File: src/shared/lscm_defines.svh
// Constants for the low-speed clock and mode control block
`ifndef LSCM_DEFINES_SVH
`define LSCM_DEFINES_SVH
`define LSCM_OSC_HXT 2'h0
`define LSCM_OSC_ERC 2'h1
`define LSCM_OSC_HIGH_SPEED_INTERNAL_RC 2'h2
`define LSCM_OSC_HIGH_SPEED_INTERNAL_RC_LXT 2'h3
`define LSCM_WDTSRC_LOW_SPEED_INTERNAL_RC 2'h0
`define LSCM_WDTSRC_SYS 2'h1
`define LSCM_WDTSRC_LXT 2'h2
`define LSCM_LP_RESET 1'h0
`define LSCM_SEL_RESET 1'h0
`define LSCM_SYNC_STAGES 2
`endif

File: src/shared/lscm_pkg.sv
// Types for the low-speed clock and mode control block
package lscm_pkg;
  typedef enum logic [1:0] {
    LSCM_NORMAL = 2'b00,
    LSCM_SLOW = 2'b01,
    LSCM_IDLE = 2'b10,
    LSCM_SLEEP = 2'b11
  } lscm_mode_type;

  typedef struct packed {
    logic lp;
    logic sel;
    lscm_mode_type mode;
    logic power_down_flag;
    logic tof;
    logic wdt_clr;
    logic wdt_run;
    logic high_speed_internal_rc_en;
    logic lxt_en;
    logic low_speed_internal_rc_en;
    logic stall;
  } lscm_state_type;

  typedef struct packed {
    logic [1:0] s_hi;
    logic [1:0] s_lo;
    logic en_hi;
    logic en_lo;
  } lscm_mux_type;
endpackage

File: src/shared/lscm_mux_if.sv
// Interface between mode control and the clock switch
`timescale 1ns/10ps
`default_nettype none
interface lscm_mux_if;
  logic want_lo;
  logic gate;
  logic on_lo;
  logic on_hi;
  modport ctl (output want_lo, output gate, input on_lo, input on_hi);
  modport mux (input want_lo, input gate, output on_lo, output on_hi);
endinterface
`default_nettype wire

File: src/lscm_ctrl.sv
// Low-speed oscillator and operating mode control
`include "lscm_defines.svh"
`timescale 1ns/10ps
`default_nettype none
module lscm_ctrl (
  input wire logic REF_CLK, // 250 MHz clock
  input wire logic RST, // Power-on reset, active high
  input wire logic [1:0] OSC_CFG, // Oscillator configuration option
  input wire logic [1:0] WDT_SRC, // Watchdog clock source option
  input wire logic LOW_SPEED_INTERNAL_RC_OPT_EN, // Low RC enabled by option
  input wire logic LP_WR, // Write strobe for low-power bit
  input wire logic LP_WDATA, // Low-power bit write data
  input wire logic SEL_WR, // Write strobe for clock-select bit
  input wire logic SEL_WDATA, // Clock-select bit write data
  input wire logic HALT, // Halt instruction executed, pulse
  input wire logic WAKE, // Wake-up event, pulse
  input wire logic WDT_TIMEOUT, // Watchdog overflow, pulse
  input wire logic CLR_WDT, // Clear watchdog instruction, pulse
  input wire logic HI_TICK, // High speed source tick
  input wire logic LO_TICK, // Crystal tick
  output logic SLOW_OSC_LOW_POWER_BIT, // Crystal low-power mode
  output logic SYSTEM_CLOCK_SELECT_BIT, // Clock-select bit readback
  output logic [1:0] MODE, // Operating mode
  output logic HIGH_SPEED_INTERNAL_RC_EN, // High RC running
  output logic LOW_SPEED_CRYSTAL_OSC_EN, // Crystal running
  output logic LOW_SPEED_INTERNAL_RC_EN, // Low RC running
  output logic POWER_DOWN_FLAG, // Power-down status
  output logic WATCHDOG_TIMEOUT_FLAG, // Time-out status
  output logic WDT_CLEAR, // Watchdog clear, pulse
  output logic WDT_RUN, // Watchdog may count
  output logic CORE_STALL, // Core held at halt
  output logic SYS_TICK_Q // Registered system tick
);
  lscm_pkg::lscm_state_type st_r;
  lscm_pkg::lscm_state_type st_nxt;
  logic tick_r;
  logic sys_tick;
  logic lxt_cfg;
  logic halted;
  lscm_mux_if mux_if ();

  lscm_clk_switch u_switch (
    .clk(REF_CLK),
    .rst(RST),
    .hi_tick(HI_TICK),
    .lo_tick(LO_TICK),
    .ctl(mux_if.mux),
    .sys_tick(sys_tick)
  );

  // ************************************
  // Mode and flag logic
  // ************************************
  // crystal tied to RC config
  assign lxt_cfg = (OSC_CFG == `LSCM_OSC_HIGH_SPEED_INTERNAL_RC_LXT);

  // ************************************
  // Decode helpers
  // ************************************
  function automatic logic is_halted(input lscm_pkg::lscm_mode_type m);
    is_halted = (m == lscm_pkg::LSCM_IDLE) || (m == lscm_pkg::LSCM_SLEEP);
  endfunction

  // Select bit only counts when the crystal is configured
  function automatic lscm_pkg::lscm_mode_type run_mode(input logic cfg_ok, input logic sel);
    if (cfg_ok && sel) begin
      run_mode = lscm_pkg::LSCM_SLOW;
    end else begin
      run_mode = lscm_pkg::LSCM_NORMAL;
    end
  endfunction

  // Idle keeps the crystal alive for the timers, Sleep leaves only the low RC running when its option is set
  function automatic lscm_pkg::lscm_mode_type halt_mode(input logic cfg_ok);
    if (cfg_ok) begin
      halt_mode = lscm_pkg::LSCM_IDLE;
    end else begin
      halt_mode = lscm_pkg::LSCM_SLEEP;
    end
  endfunction

  // System-clocked watchdog loses its clock once halted
  function automatic logic wdt_runs(input logic [1:0] src, input lscm_pkg::lscm_mode_type m);
    wdt_runs = !((src == `LSCM_WDTSRC_SYS) && is_halted(m));
  endfunction

  assign halted = is_halted(st_r.mode);

  // ************************************
  // Next-state logic
  // ************************************
  always_comb begin
    st_nxt = st_r;
    st_nxt.wdt_clr = 1'b0;
    if (LP_WR) begin
      st_nxt.lp = LP_WDATA;
    end
    if (SEL_WR) begin
      st_nxt.sel = SEL_WDATA;
    end
    st_nxt.lxt_en = lxt_cfg;
    st_nxt.low_speed_internal_rc_en = LOW_SPEED_INTERNAL_RC_OPT_EN;
    if (CLR_WDT) begin
      st_nxt.wdt_clr = 1'b1;
      st_nxt.power_down_flag = 1'b0;
    end
    unique case (st_r.mode)
      lscm_pkg::LSCM_NORMAL, lscm_pkg::LSCM_SLOW: begin
        // select ignored outside RC plus crystal
        st_nxt.mode = run_mode(lxt_cfg, st_nxt.sel);
        if (HALT) begin
          st_nxt.mode = halt_mode(lxt_cfg);
          st_nxt.power_down_flag = 1'b1;
          st_nxt.tof = 1'b0;
          st_nxt.wdt_clr = 1'b1;
        end
      end
      lscm_pkg::LSCM_IDLE, lscm_pkg::LSCM_SLEEP: begin
        // Watchdog overflow wakes as well as the wake event
        if (WAKE || WDT_TIMEOUT) begin
          st_nxt.mode = run_mode(lxt_cfg, st_nxt.sel);
        end
      end
    endcase
    // Time-out set wins over the halt clear
    if (WDT_TIMEOUT) begin
      st_nxt.tof = 1'b1;
    end
    st_nxt.high_speed_internal_rc_en = (st_nxt.mode == lscm_pkg::LSCM_NORMAL);
    st_nxt.wdt_run = wdt_runs(WDT_SRC, st_nxt.mode);
    st_nxt.stall = is_halted(st_nxt.mode);
  end

  // ************************************
  // State register
  // ************************************

  always_ff @(posedge REF_CLK) begin
    if (RST) begin
      st_r.lp <= `LSCM_LP_RESET;
      st_r.sel <= `LSCM_SEL_RESET;
      st_r.mode <= lscm_pkg::LSCM_NORMAL;
      st_r.power_down_flag <= 1'b0;
      st_r.tof <= 1'b0;
      st_r.wdt_clr <= 1'b0;
      st_r.wdt_run <= 1'b1;
      st_r.high_speed_internal_rc_en <= 1'b1;
      st_r.lxt_en <= 1'b0;
      st_r.low_speed_internal_rc_en <= 1'b0;
      st_r.stall <= 1'b0;
      tick_r <= 1'b0;
    end else begin
      st_r <= st_nxt;
      tick_r <= sys_tick;
    end
  end

  assign mux_if.want_lo = (st_r.mode == lscm_pkg::LSCM_SLOW);
  assign mux_if.gate = halted;

  assign SLOW_OSC_LOW_POWER_BIT = st_r.lp;
  assign SYSTEM_CLOCK_SELECT_BIT = st_r.sel;
  assign MODE = st_r.mode;
  assign HIGH_SPEED_INTERNAL_RC_EN = st_r.high_speed_internal_rc_en;
  assign LOW_SPEED_CRYSTAL_OSC_EN = st_r.lxt_en;
  assign LOW_SPEED_INTERNAL_RC_EN = st_r.low_speed_internal_rc_en;
  assign POWER_DOWN_FLAG = st_r.power_down_flag;
  assign WATCHDOG_TIMEOUT_FLAG = st_r.tof;
  assign WDT_CLEAR = st_r.wdt_clr;
  assign WDT_RUN = st_r.wdt_run;
  assign CORE_STALL = st_r.stall;
  assign SYS_TICK_Q = tick_r;
endmodule
`default_nettype wire

File: src/lscm_clk_switch.sv
// Glitch-free switch between high and low speed clock enables
`timescale 1ns/10ps
`default_nettype none
module lscm_clk_switch (
  input wire logic clk, // Block clock
  input wire logic rst, // Synchronous reset
  input wire logic hi_tick, // High speed source tick
  input wire logic lo_tick, // Low speed source tick
  lscm_mux_if.mux ctl, // Selection from mode control
  output logic sys_tick // Gated system tick
);
  lscm_pkg::lscm_mux_type q_r;
  lscm_pkg::lscm_mux_type q_nxt;

  always_comb begin
    q_nxt = q_r;
    // Each side releases before the other may engage, so no short pulse
    q_nxt.s_hi = {q_r.s_hi[0], ~ctl.want_lo & ~q_r.en_lo};
    q_nxt.s_lo = {q_r.s_lo[0], ctl.want_lo & ~q_r.en_hi};
    if (hi_tick) begin
      q_nxt.en_hi = q_r.s_hi[1];
    end
    if (lo_tick) begin
      q_nxt.en_lo = q_r.s_lo[1];
    end
  end

  always_ff @(posedge clk) begin
    if (rst) begin
      q_r <= '0;
    end else begin
      q_r <= q_nxt;
    end
  end

  assign sys_tick = ~ctl.gate & ((q_r.en_hi & hi_tick) | (q_r.en_lo & lo_tick));
  assign ctl.on_hi = q_r.en_hi;
  assign ctl.on_lo = q_r.en_lo;
endmodule
`default_nettype wire

File: config.mk
export PLATFORM = sky130hd
export DESIGN_NAME = lscm_ctrl
export DESIGN_NICKNAME = d
export VERILOG_FILES = /design/src/shared/lscm_pkg.sv /design/src/shared/lscm_mux_if.sv /design/src/lscm_ctrl.sv /design/src/lscm_clk_switch.sv
export VERILOG_INCLUDE_DIRS = /design/src /design/src/shared
export SDC_FILE = /design/constraint.sdc
export NUM_CORES = 1
export LEC_CHECK = 0
export ABC_AREA = 1
export BUFFER_PORTS_ARGS = -buffer_cell sky130_fd_sc_hd__buf_4
export CORE_UTILIZATION = 43
export DETAILED_ROUTE_END_ITERATION = 8
export GPL_TIMING_DRIVEN = 0
export PLACE_DENSITY_LB_ADDON = 0.05
export SLEW_MARGIN = 20
export SYNTH_ARGS = -nofsm -noshare
export SYNTH_HDL_FRONTEND = slang
export SYNTH_SLANG_ARGS = --single-unit
export TNS_END_PERCENT = 5
File: constraint.sdc
create_clock -name REF_CLK -period 1.25 [get_ports REF_CLK]
set_clock_uncertainty 0.1 [all_clocks]
set_input_delay 0.125 -clock REF_CLK [delete_from_list [all_inputs] [get_ports REF_CLK]]
set_output_delay 0.125 -clock REF_CLK [all_outputs]
set_load 0.01 [all_outputs]
==> results of run 1 <==
## layout make-up
type                       count  area [um2]
multi-input combinational     42       214.0
timing repair buffer          38       307.8
fill                         107       347.8
tap                           15       18.77
inverter                      16       60.06
buffer                         1       11.26
sequential                    19       380.4
clock buffer                   4       26.28
## final timing paths
kind                               end  slack, ns              start
max          HIGH_SPEED_INTERNAL_RC_EN       0.15         OSC_CFG[1]
max reg2reg  HIGH_SPEED_INTERNAL_RC_EN       0.15            MODE[1]
min reg2reg            u_switch.q_r[5]       0.31  u_switch.q_nxt[5]
min            SYSTEM_CLOCK_SELECT_BIT       0.02          SEL_WDATA
## cells in the final DEF (no fill, tap or decap), types with 4 or more instances in the layout
| cell | Yosys | routed |
|---|---|---|
| a21oi_1 | 6 | 6 |
| dlygate4sd3_1 | 0 | 9 |
| dfxtp_1 | 19 | 19 |
| inv_1 | 13 | 13 |
| nor2_1 | 4 | 4 |
| buf_4 | 0 | 29 |
| nand2_1 | 15 | 15 |
## metal layers
layer | up-vias | part of all wire | global-route usage
met3 | 2 | 0.054 | 0.03191
met5 | - | 0 | 0
li1 | 326 | - | -
met2 | 22 | 0.48 | 0.2891
met1 | 257 | 0.46 | 0.2270
met4 | 0 | 0.011 | 0.07258
## cell usage after synthesis (2+ instances only)
master	n	area share
dfxtp_1	19	0.57
nor2_1	4	0.023
o21ai_0	3	0.023
inv_2	3	0.017
nor2_2	2	0.019
a21oi_1	6	0.045
nand2_1	15	0.085
nand3_2	3	0.045
inv_1	13	0.073
nand3_1	3	0.023
## worst reg2reg max path: cells and delay by family, from the launching register on
kind | cells | cell delay, ns
simple gates | 4 | 0.36
flops | 1 | 0.41
buf+inv | 3 | 0.15
## per-stage QoR
step / hold WS, ns / area, um2 / worst slack [ns] / util / instances
floorplan: 0.1112 / 665.6 / 0.1666 / - / 78
global placement: 0.2094 / 902.1 / 0.1613 / 0.6603 / 122
detailed placement: 0.2150 / 902.1 / 0.1473 / 0.6603 / 122
CTS: 0.002271 / 1018 / 0.1440 / 0.7454 / 135
global route: 0.02649 / 1018 / 0.03489 / 0.7454 / 135
finish: 0.01744 / 1018 / 0.1454 / 0.7454 / 135
## power by group through the flow
stage	logic, uW	clock network, uW	registers [uW]
floorplan	64.5	0	686
global placement	171	0	673
detailed placement	174	0	674
CTS	197	311	660
global route	218	330	665
finish	196	293	660
## cell families after synthesis
kind of cell,count (synthesis),synth area share
compound gates,12,0.09774
buf+inv,17,0.1071
flops,19,0.5714
simple gates,30,0.2237
## timing repair
action / CTS / global route
endpoints found under the setup margin: 0 / 0
hold buffers: 9 / 0
resized for setup: 0 / 0
hold endpoints to repair: 7 / 0
==> metrics.yaml, run 1 <==
status: "finished clean"
maxSlewViolCount: 0
ant_nets: 0
grt_setup_unrepaired: "no"
detail_route.wirelength_mm: 1.314
ys_types: 17
finalWeightedCongestion: 0.7065
fp.dieW_um: 41.35
post_synth_instance_area_um2: 665.6
ys.flop_type: "dfxtp_1"
syn-mean-instance-area_um2: 8.534
worst_setup_hold_path_clk_slew_ns: 0.10
cts_root_buffer_type: "clkbuf_4"
power.static_leakage_uw: 0.0005104
hold_depth: 3
comb_power_share: 0.171
timing.critical_path.slowest_cell_delay_ns: 0.53
tritoncts.num_buffers: 3
timing.critical_path.max_delay_family: "buffers and inverters"
wl_per_cell_um: 9.733
synthesis.instances: 78
hp_class: "in2reg"
core.rowCount: 13
setup_total_negative_slack_ns: 0
totalPowerFinal_uw: 1149
cts_setup_buffers: 0
synth_warnings: 0
boundaryPins: 30
end_kind: "flip-flop"
design.core.area_um2: 1366
p_sw_uw: 271.7
worst_setup_path_start_kind: "input port"
clock_latency_of_the_later_clocked_register_in_the_worst_skew_pair_ns: 0.28
initial_core_util: 0.4872
worstSetupPathDepth: 8
pwr-share-seq: 0.574
slew_headroom: 0.8526
clockPowerShare: 0.255
numClockSinks: 19
critical_path_arrival_ns: 1.20
synth-edff-count: 0
timing.critical_path.slowest_stage_cell: "dlygate4sd3_1"
post-dp-hpwl_um: 997.7
worst_r2r_path_depth: 7
area_of_the_die_um2: 1709
cts_max_level: 1
overflow: 0
async_set_or_reset_register_ratio_after_synthesis: 0
net_count_synth: 95
io_buffers: 29
path_class: "in2reg"
synth_seq_area_share: 0.5714
vdd.ir_drop.worst_uv: 743.2
power_report.internal_total_uw: 877.2
antenna-diode-count: 0
layout_worst_path_cycle_share: 0.8837
track_usage: 0.1763
tritoncts: "built"
grt_first_pass_wirelength_mm: 1.932
synth-seq-cells: 19
cp_num_buf_inv: 4
cts.path.max_buffers: 2
layout_stage_area_growth_over_the_synthesis_result_pct: 53.01
detailroute.via_count: 607
finalHoldViolCount: 0
path_cells: "dlygate4sd3_1 > buf_4 > nand2_1 > inv_1 > nand3_1 > nand3_2 > nand2_1 > inv_1"
maxCapViolCount: 0
layout_min_cycle_time_ns: 1.105
swShare: 0.2365
route.detailed.vias_per_inst: 4.496
layout.nets: 138
achievable-frequency_ghz: 0.9053
vias_in_the_first_global_route: 495
setup_violations: 0
post-route-drc-count: 0
path_max_fanout: 3
grt_antenna_before_repair: 0
drtPass1Iterations: 4
drive_gt1_frac: 0.3500
timing_worst_slew_pin_value_ns: 0.2191
critPathRequiredTime_ns: 1.34
maximum_number_of_pins_on_one_net_before_global_route_repair: 11
p_per_cell_area_nw_per_um2: 1128
drt_iter0_drc: 5
floorplan_die_height_um: 41.35
Note: power is estimated with default switching activity, not from simulation.
==> inputs of run 2 (changes only) <==
- RECOVER_POWER: not set -> 100
==> metrics.yaml, run 2 (synthesized netlist as in run 1, its figures left out) <==
status: "finished clean"
commonest_non_fill_non_tap_cell_in_the_layout: "dfxtp_1"
design.core.area_um2: 1366  # unchanged
worst_setup_hold_path_clk_slew_ns: 0.10  # about the same
maxSlewViolCount: 0  # unchanged
path_cells: "dlygate4sd3_1 > clkbuf_4 > nand2_1 > inv_1 > nand3_1 > nand3_1 > nand2_1 > inv_1"
layout_stage_area_growth_over_the_synthesis_result_pct: 42.86
boundaryPins: 30  # unchanged
detailroute.via_count: 607  # unchanged
core.rowCount: 13  # unchanged
place.detailed.instances: 122  # unchanged
power.static_leakage_uw: 0.0004528  # -11%
initial_core_util: 0.4872  # unchanged
setup_total_negative_slack_ns: 0  # unchanged
finalHoldWorstSlack_ns: 0.01468  # -0.002760 ns
critPathRequiredTime_ns: 1.34  # about the same
cts_max_level: 1  # unchanged
cts_hold_repair.buffers: 9  # unchanged
vdd.ir_drop.worst_uv: 740.3  # -0.39%
tritoncts.num_buffers: 3  # unchanged
postCtsResizedCells: 0  # unchanged
drt_iter0_drc: 5  # unchanged
cp_num_buf_inv: 4  # unchanged
route.detailed.vias_per_inst: 4.496  # unchanged
floorplan_die_height_um: 41.35  # unchanged
wl_per_cell_um: 9.689  # -0.46%
numClockSinks: 19  # unchanged
layout_common_cells: "19 x dfxtp_1, 16 x nand2_1, 15 x clkbuf_1"
layout_min_cycle_time_ns: 1.113  # +0.008847 ns
ant_nets: 0  # unchanged
maximum_number_of_pins_on_one_net_before_global_route_repair: 11  # unchanged
track_usage: 0.1763  # unchanged
maxCapViolCount: 0  # unchanged
fp.dieW_um: 41.35  # unchanged
grt_setup_unrepaired: "no"
detail_route.wirelength_mm: 1.308  # -0.46%
clock_latency_of_the_later_clocked_register_in_the_worst_skew_pair_ns: 0.28  # about the same
cts_root_buffer_type: "clkbuf_4"
timing.critical_path.slowest_stage_cell: "dlygate4sd3_1"
cts_setup_buffers: 0  # unchanged
grt_antenna_before_repair: 0  # unchanged
setup_violations: 0  # unchanged
critical_path_arrival_ns: 1.21  # about the same
vias_in_the_first_global_route: 495  # unchanged
grt_first_pass_wirelength_mm: 1.932  # unchanged
timing.critical_path.slowest_cell_delay_ns: 0.53  # about the same
finish.cell_count_without_fillers: 135  # unchanged
timing.critical_path.max_delay_family: "buffers and inverters"
io_buffers: 29  # unchanged
finalHoldViolCount: 0  # unchanged
drive_gt1_frac: 0.2000  # -0.1500
overflow: 0  # unchanged
cts.path.max_buffers: 2  # unchanged
filler_cell_count: 122  # +14%
path_max_fanout: 3  # unchanged
layout.nets: 138  # unchanged
achievable-frequency_ghz: 0.8981  # -0.79%
worst_setup_path_start_kind: "input port"
drtPass1Iterations: 3  # -1
antenna-diode-count: 0  # unchanged
tritoncts: "built"
finalWeightedCongestion: 0.7065  # unchanged
post-dp-hpwl_um: 997.7  # unchanged
p_per_cell_area_nw_per_um2: 1179  # +4.5%
timing_worst_slew_pin_value_ns: 0.2178  # -0.001322 ns
hp_class: "in2reg"
post-route-drc-count: 0  # unchanged
path_class: "in2reg"
slew_headroom: 0.8534  # +0.0008890
area_of_the_die_um2: 1709  # unchanged
end_kind: "flip-flop"
layout_worst_path_cycle_share: 0.8908  # +0.007078
run 2: cell types whose count changed in the layout (fill, tap and decap cells not counted), moves of 2 or more:
cell | previous run | this run
nand3_1 | 3 | 5
clkbuf_4 | 3 | 8
clkbuf_1 | 1 | 15
nand3_2 | 3 | 1
buf_4 | 29 | 10
run 2: routing by layer:
layer / global-route usage / routed length (um) / vias up / share of wire
met5: 0 / 0 / - / 0
met4: 0.07258 / 18 / 0 / 0.014
met3: 0.03191 / 75 / 2 / 0.057
met2: 0.2891 / 618 / 20 / 0.47
met1: 0.2270 / 596 / 260 / 0.46
li1: - / - / 325 / -
run 2: path summary, 6_finish.rpt:
check                     from                        end  slack [ns]  cells past startpoint
max reg2reg            MODE[1]  HIGH_SPEED_INTERNAL_RC_EN        0.15                      7
min                  SEL_WDATA    SYSTEM_CLOCK_SELECT_BIT        0.01                      3
min reg2reg  u_switch.q_nxt[5]            u_switch.q_r[5]        0.31                      2
max                 OSC_CFG[1]  HIGH_SPEED_INTERNAL_RC_EN        0.14                      8
run 2: through the flow:
step | setup slack (ns) | utilization | instance area [um2] | total power [uW]
after floorplan | 0.1666 | - | 665.6 | 750.4
after global placement | 0.1613 | 0.6603 | 902.1 | 844.2
after detailed placement | 0.1473 | 0.6603 | 902.1 | 848.5
after CTS | 0.1440 | 0.7454 | 1018 | 1168
after global routing | 0.02991 | 0.6960 | 950.9 | 1184
final | 0.1365 | 0.6960 | 950.9 | 1121
run 2: layout make-up:
class / count / area [um2] / share of cell area
clock buffer: 4 / 26.28 / 0.02763
sequential: 19 / 380.4 / 0.4000
timing repair buffer: 38 / 255.2 / 0.2684
buffer: 1 / 11.26 / 0.01184
multi-input combinational: 42 / 198.9 / 0.2092
inverter: 16 / 60.06 / 0.06316
tap: 15 / 18.77 / 0.01974
run 2: where the power goes:
| group | internal (uW) | switching (uW) |
|---|---|---|
| sequential | 643 | 15.6 |
| combinational | 85.6 | 82.0 |
| clock | 124 | 171 |
run 2: worst reg2reg max path, stage by stage (launching register included):
cell	delay [ns]
dfxtp_1	0.39
inv_2	0.08
nor2_2	0.11
nand3_2	0.10
nand2_1	0.11
inv_2	0.03
nand2_1	0.05
inv_1	0.03
==> inputs of run 3 (changes only) <==
--- a/constraint.sdc
+++ b/constraint.sdc
@@ -3,3 +3,3 @@
 set_input_delay 0.125 -clock REF_CLK [delete_from_list [all_inputs] [get_ports REF_CLK]]
 set_output_delay 0.125 -clock REF_CLK [all_outputs]
-set_load 0.01 [all_outputs]
+set_load 0.1 [all_outputs]
==> metrics.yaml, run 3 (synthesized netlist as in run 1, its figures left out) <==
slew_headroom: 0.6959  # -0.1576
achievable-frequency_ghz: 0.8367  # -6.8%
layout_min_cycle_time_ns: 1.195  # +0.08168 ns
place.detailed.instances: 122  # unchanged
totalPowerFinal_uw: 1321  # +18%
dpl_worst_slack_ns: 0.1940  # +0.04663 ns
finish.cell_count_without_fillers: 134  # -0.74%
path_class: "reg2out"
timing.critical_path.slowest_stage_cell: "dfxtp_2"
wl_per_cell_um: 9.254  # -4.5%
path_cells: "clkbuf_4"
finalHoldViolCount: 0  # unchanged
setup_total_negative_slack_ns: 0  # unchanged
initial_core_util: 0.4872  # unchanged
cts_max_level: 1  # unchanged
maxSlewViolCount: 0  # unchanged
cts_root_buffer_type: "clkbuf_4"
hp_class: "in2reg"
timing_worst_slew_pin_value_ns: 0.4562  # +0.2383 ns
power.static_leakage_uw: 0.0004876  # +7.7%
maximum_number_of_pins_on_one_net_before_global_route_repair: 11  # unchanged
critical_path_arrival_ns: 0.97  # -0.24 ns
path_max_fanout: 4  # +1
finalHoldWorstSlack_ns: 0.006507  # -0.008174 ns
area_of_the_die_um2: 1709  # unchanged
detail_route.wirelength_mm: 1.240  # -5.2%
layout_stage_area_growth_over_the_synthesis_result_pct: 48.68
cts_hold_repair.buffers: 8  # -1
pwr-share-seq: 0.500  # -0.087
vias_in_the_first_global_route: 498  # +0.61%
wl_met1_um: 581  # -2.5%
detailroute.via_count: 613  # +0.99%
tritoncts.num_buffers: 3  # unchanged
fp.dieW_um: 41.35  # unchanged
cts_setup_buffers: 0  # unchanged
core.rowCount: 13  # unchanged
power_report.internal_total_uw: 867.9  # +1.8%
drtPass1Iterations: 4  # +1
timing.critical_path.max_delay_family: "flip-flops"
design.core.area_um2: 1366  # unchanged
worst_setup_hold_path_clk_slew_ns: 0.10  # about the same
route.met3.wl_um: 80  # +6.7%
grt_first_pass_wirelength_mm: 1.890  # -2.2%
critPathRequiredTime_ns: 1.02  # -0.32 ns
cp_num_buf_inv: 1  # -3
drive_gt1_frac: 0.3109  # +0.1109
postCtsResizedCells: 0  # unchanged
postLayoutSetupSlackWorst_ns: 0.05485  # -0.08168 ns
tritoncts: "built"
comb_power_share: 0.279  # +0.130
ant_nets: 0  # unchanged
floorplan_die_height_um: 41.35  # unchanged
clock_latency_of_the_later_clocked_register_in_the_worst_skew_pair_ns: 0.28  # about the same
end_kind: "output pin"
swShare: 0.3428  # +0.1029
track_usage: 0.1728  # -0.003541
layout_worst_path_cycle_share: 0.9561  # +0.06535
timing.critical_path.slowest_cell_delay_ns: 0.36  # -0.17 ns
route.detailed.vias_per_inst: 4.575  # +1.7%
layout_common_cells: "17 x dfxtp_1, 16 x clkbuf_4, 15 x nand2_1, 15 x inv_1, 13 x buf_4"
p_sw_uw: 452.8  # +68%
drt_iter0_drc: 9  # +4
setup_violations: 0  # unchanged
grt_antenna_before_repair: 0  # unchanged
finalWeightedCongestion: 0.6990  # -1.1%
status: "finished clean"
clockPowerShare: 0.222  # -0.041
p_per_cell_area_nw_per_um2: 1334  # +13%
vdd.ir_drop.worst_uv: 881.6  # +19%
layout.nets: 137  # -0.72%
maxCapViolCount: 0  # unchanged
boundaryPins: 30  # unchanged
cts.path.max_buffers: 2  # unchanged
post-route-drc-count: 0  # unchanged
post-dp-hpwl_um: 938.5  # -5.9%
antenna-diode-count: 0  # unchanged
numClockSinks: 19  # unchanged
io_buffers: 29  # unchanged
overflow: 0  # unchanged
top_layer: "met4"
wire_length_on_met2_um: 560  # -9.4%
worst_setup_path_start_kind: "flip-flop"
grt_setup_unrepaired: "no"
commonest_non_fill_non_tap_cell_in_the_layout: "dfxtp_1"
-- run 3: worst min-delay path: cells and delay by family --
family	cells	cell delay (ns)
buffers and inverters	2	0.11
and+or+nand+nor	1	0.06
AOI/OAI and AO/OA	1	0.06
-- run 3: per-layer routing --
layer  GRT usage  vias to the layer above
met5           0                        -
met1      0.2098                      267
met3     0.04787                        2
met4     0.07258                        0
li1            -                      322
met2      0.2852                       22
-- run 3: final timing paths --
| kind | startpoint | endpoint | slack (ns) | cells past startpoint |
|---|---|---|---|---|
| setup reg to reg | MODE[1] | HIGH_SPEED_INTERNAL_RC_EN | 0.14 | 7 |
| hold / removal | SEL_WR | SYSTEM_CLOCK_SELECT_BIT | 0.007 | 4 |
| setup / recovery | MODE[1] | MODE[1] | 0.05 | 1 |
| hold reg to reg | u_switch.q_nxt[3] | u_switch.q_r[3] | 0.31 | 2 |
-- run 3: final cells by class --
class | instances | area [um2]
flip-flops and latches | 19 | 382.9
fillers | 124 | 376.6
clock buffers | 4 | 26.28
plain buffers | 1 | 3.754
well taps | 15 | 18.77
inverters | 16 | 60.06
multi-input cells | 42 | 211.5
repair buffers | 37 | 286.5
-- run 3: stage by stage --
step / area, um2 / utilization
after floorplan: 669.4 / -
after global placement: 905.9 / 0.6630
after detailed placement: 905.9 / 0.6630
after CTS: 1012 / 0.7408
after global routing: 989.7 / 0.7244
final: 989.7 / 0.7244
-- run 3: power groups by stage --
stage / clock (uW) / combinational [uW] / sequential (uW)
finish: 293 / 368 / 660
global route: 328 / 390 / 665
CTS: 298 / 381 / 661
detailed placement: 0 / 360 / 675
global placement: 0 / 357 / 675
floorplan: 0 / 64.6 / 871
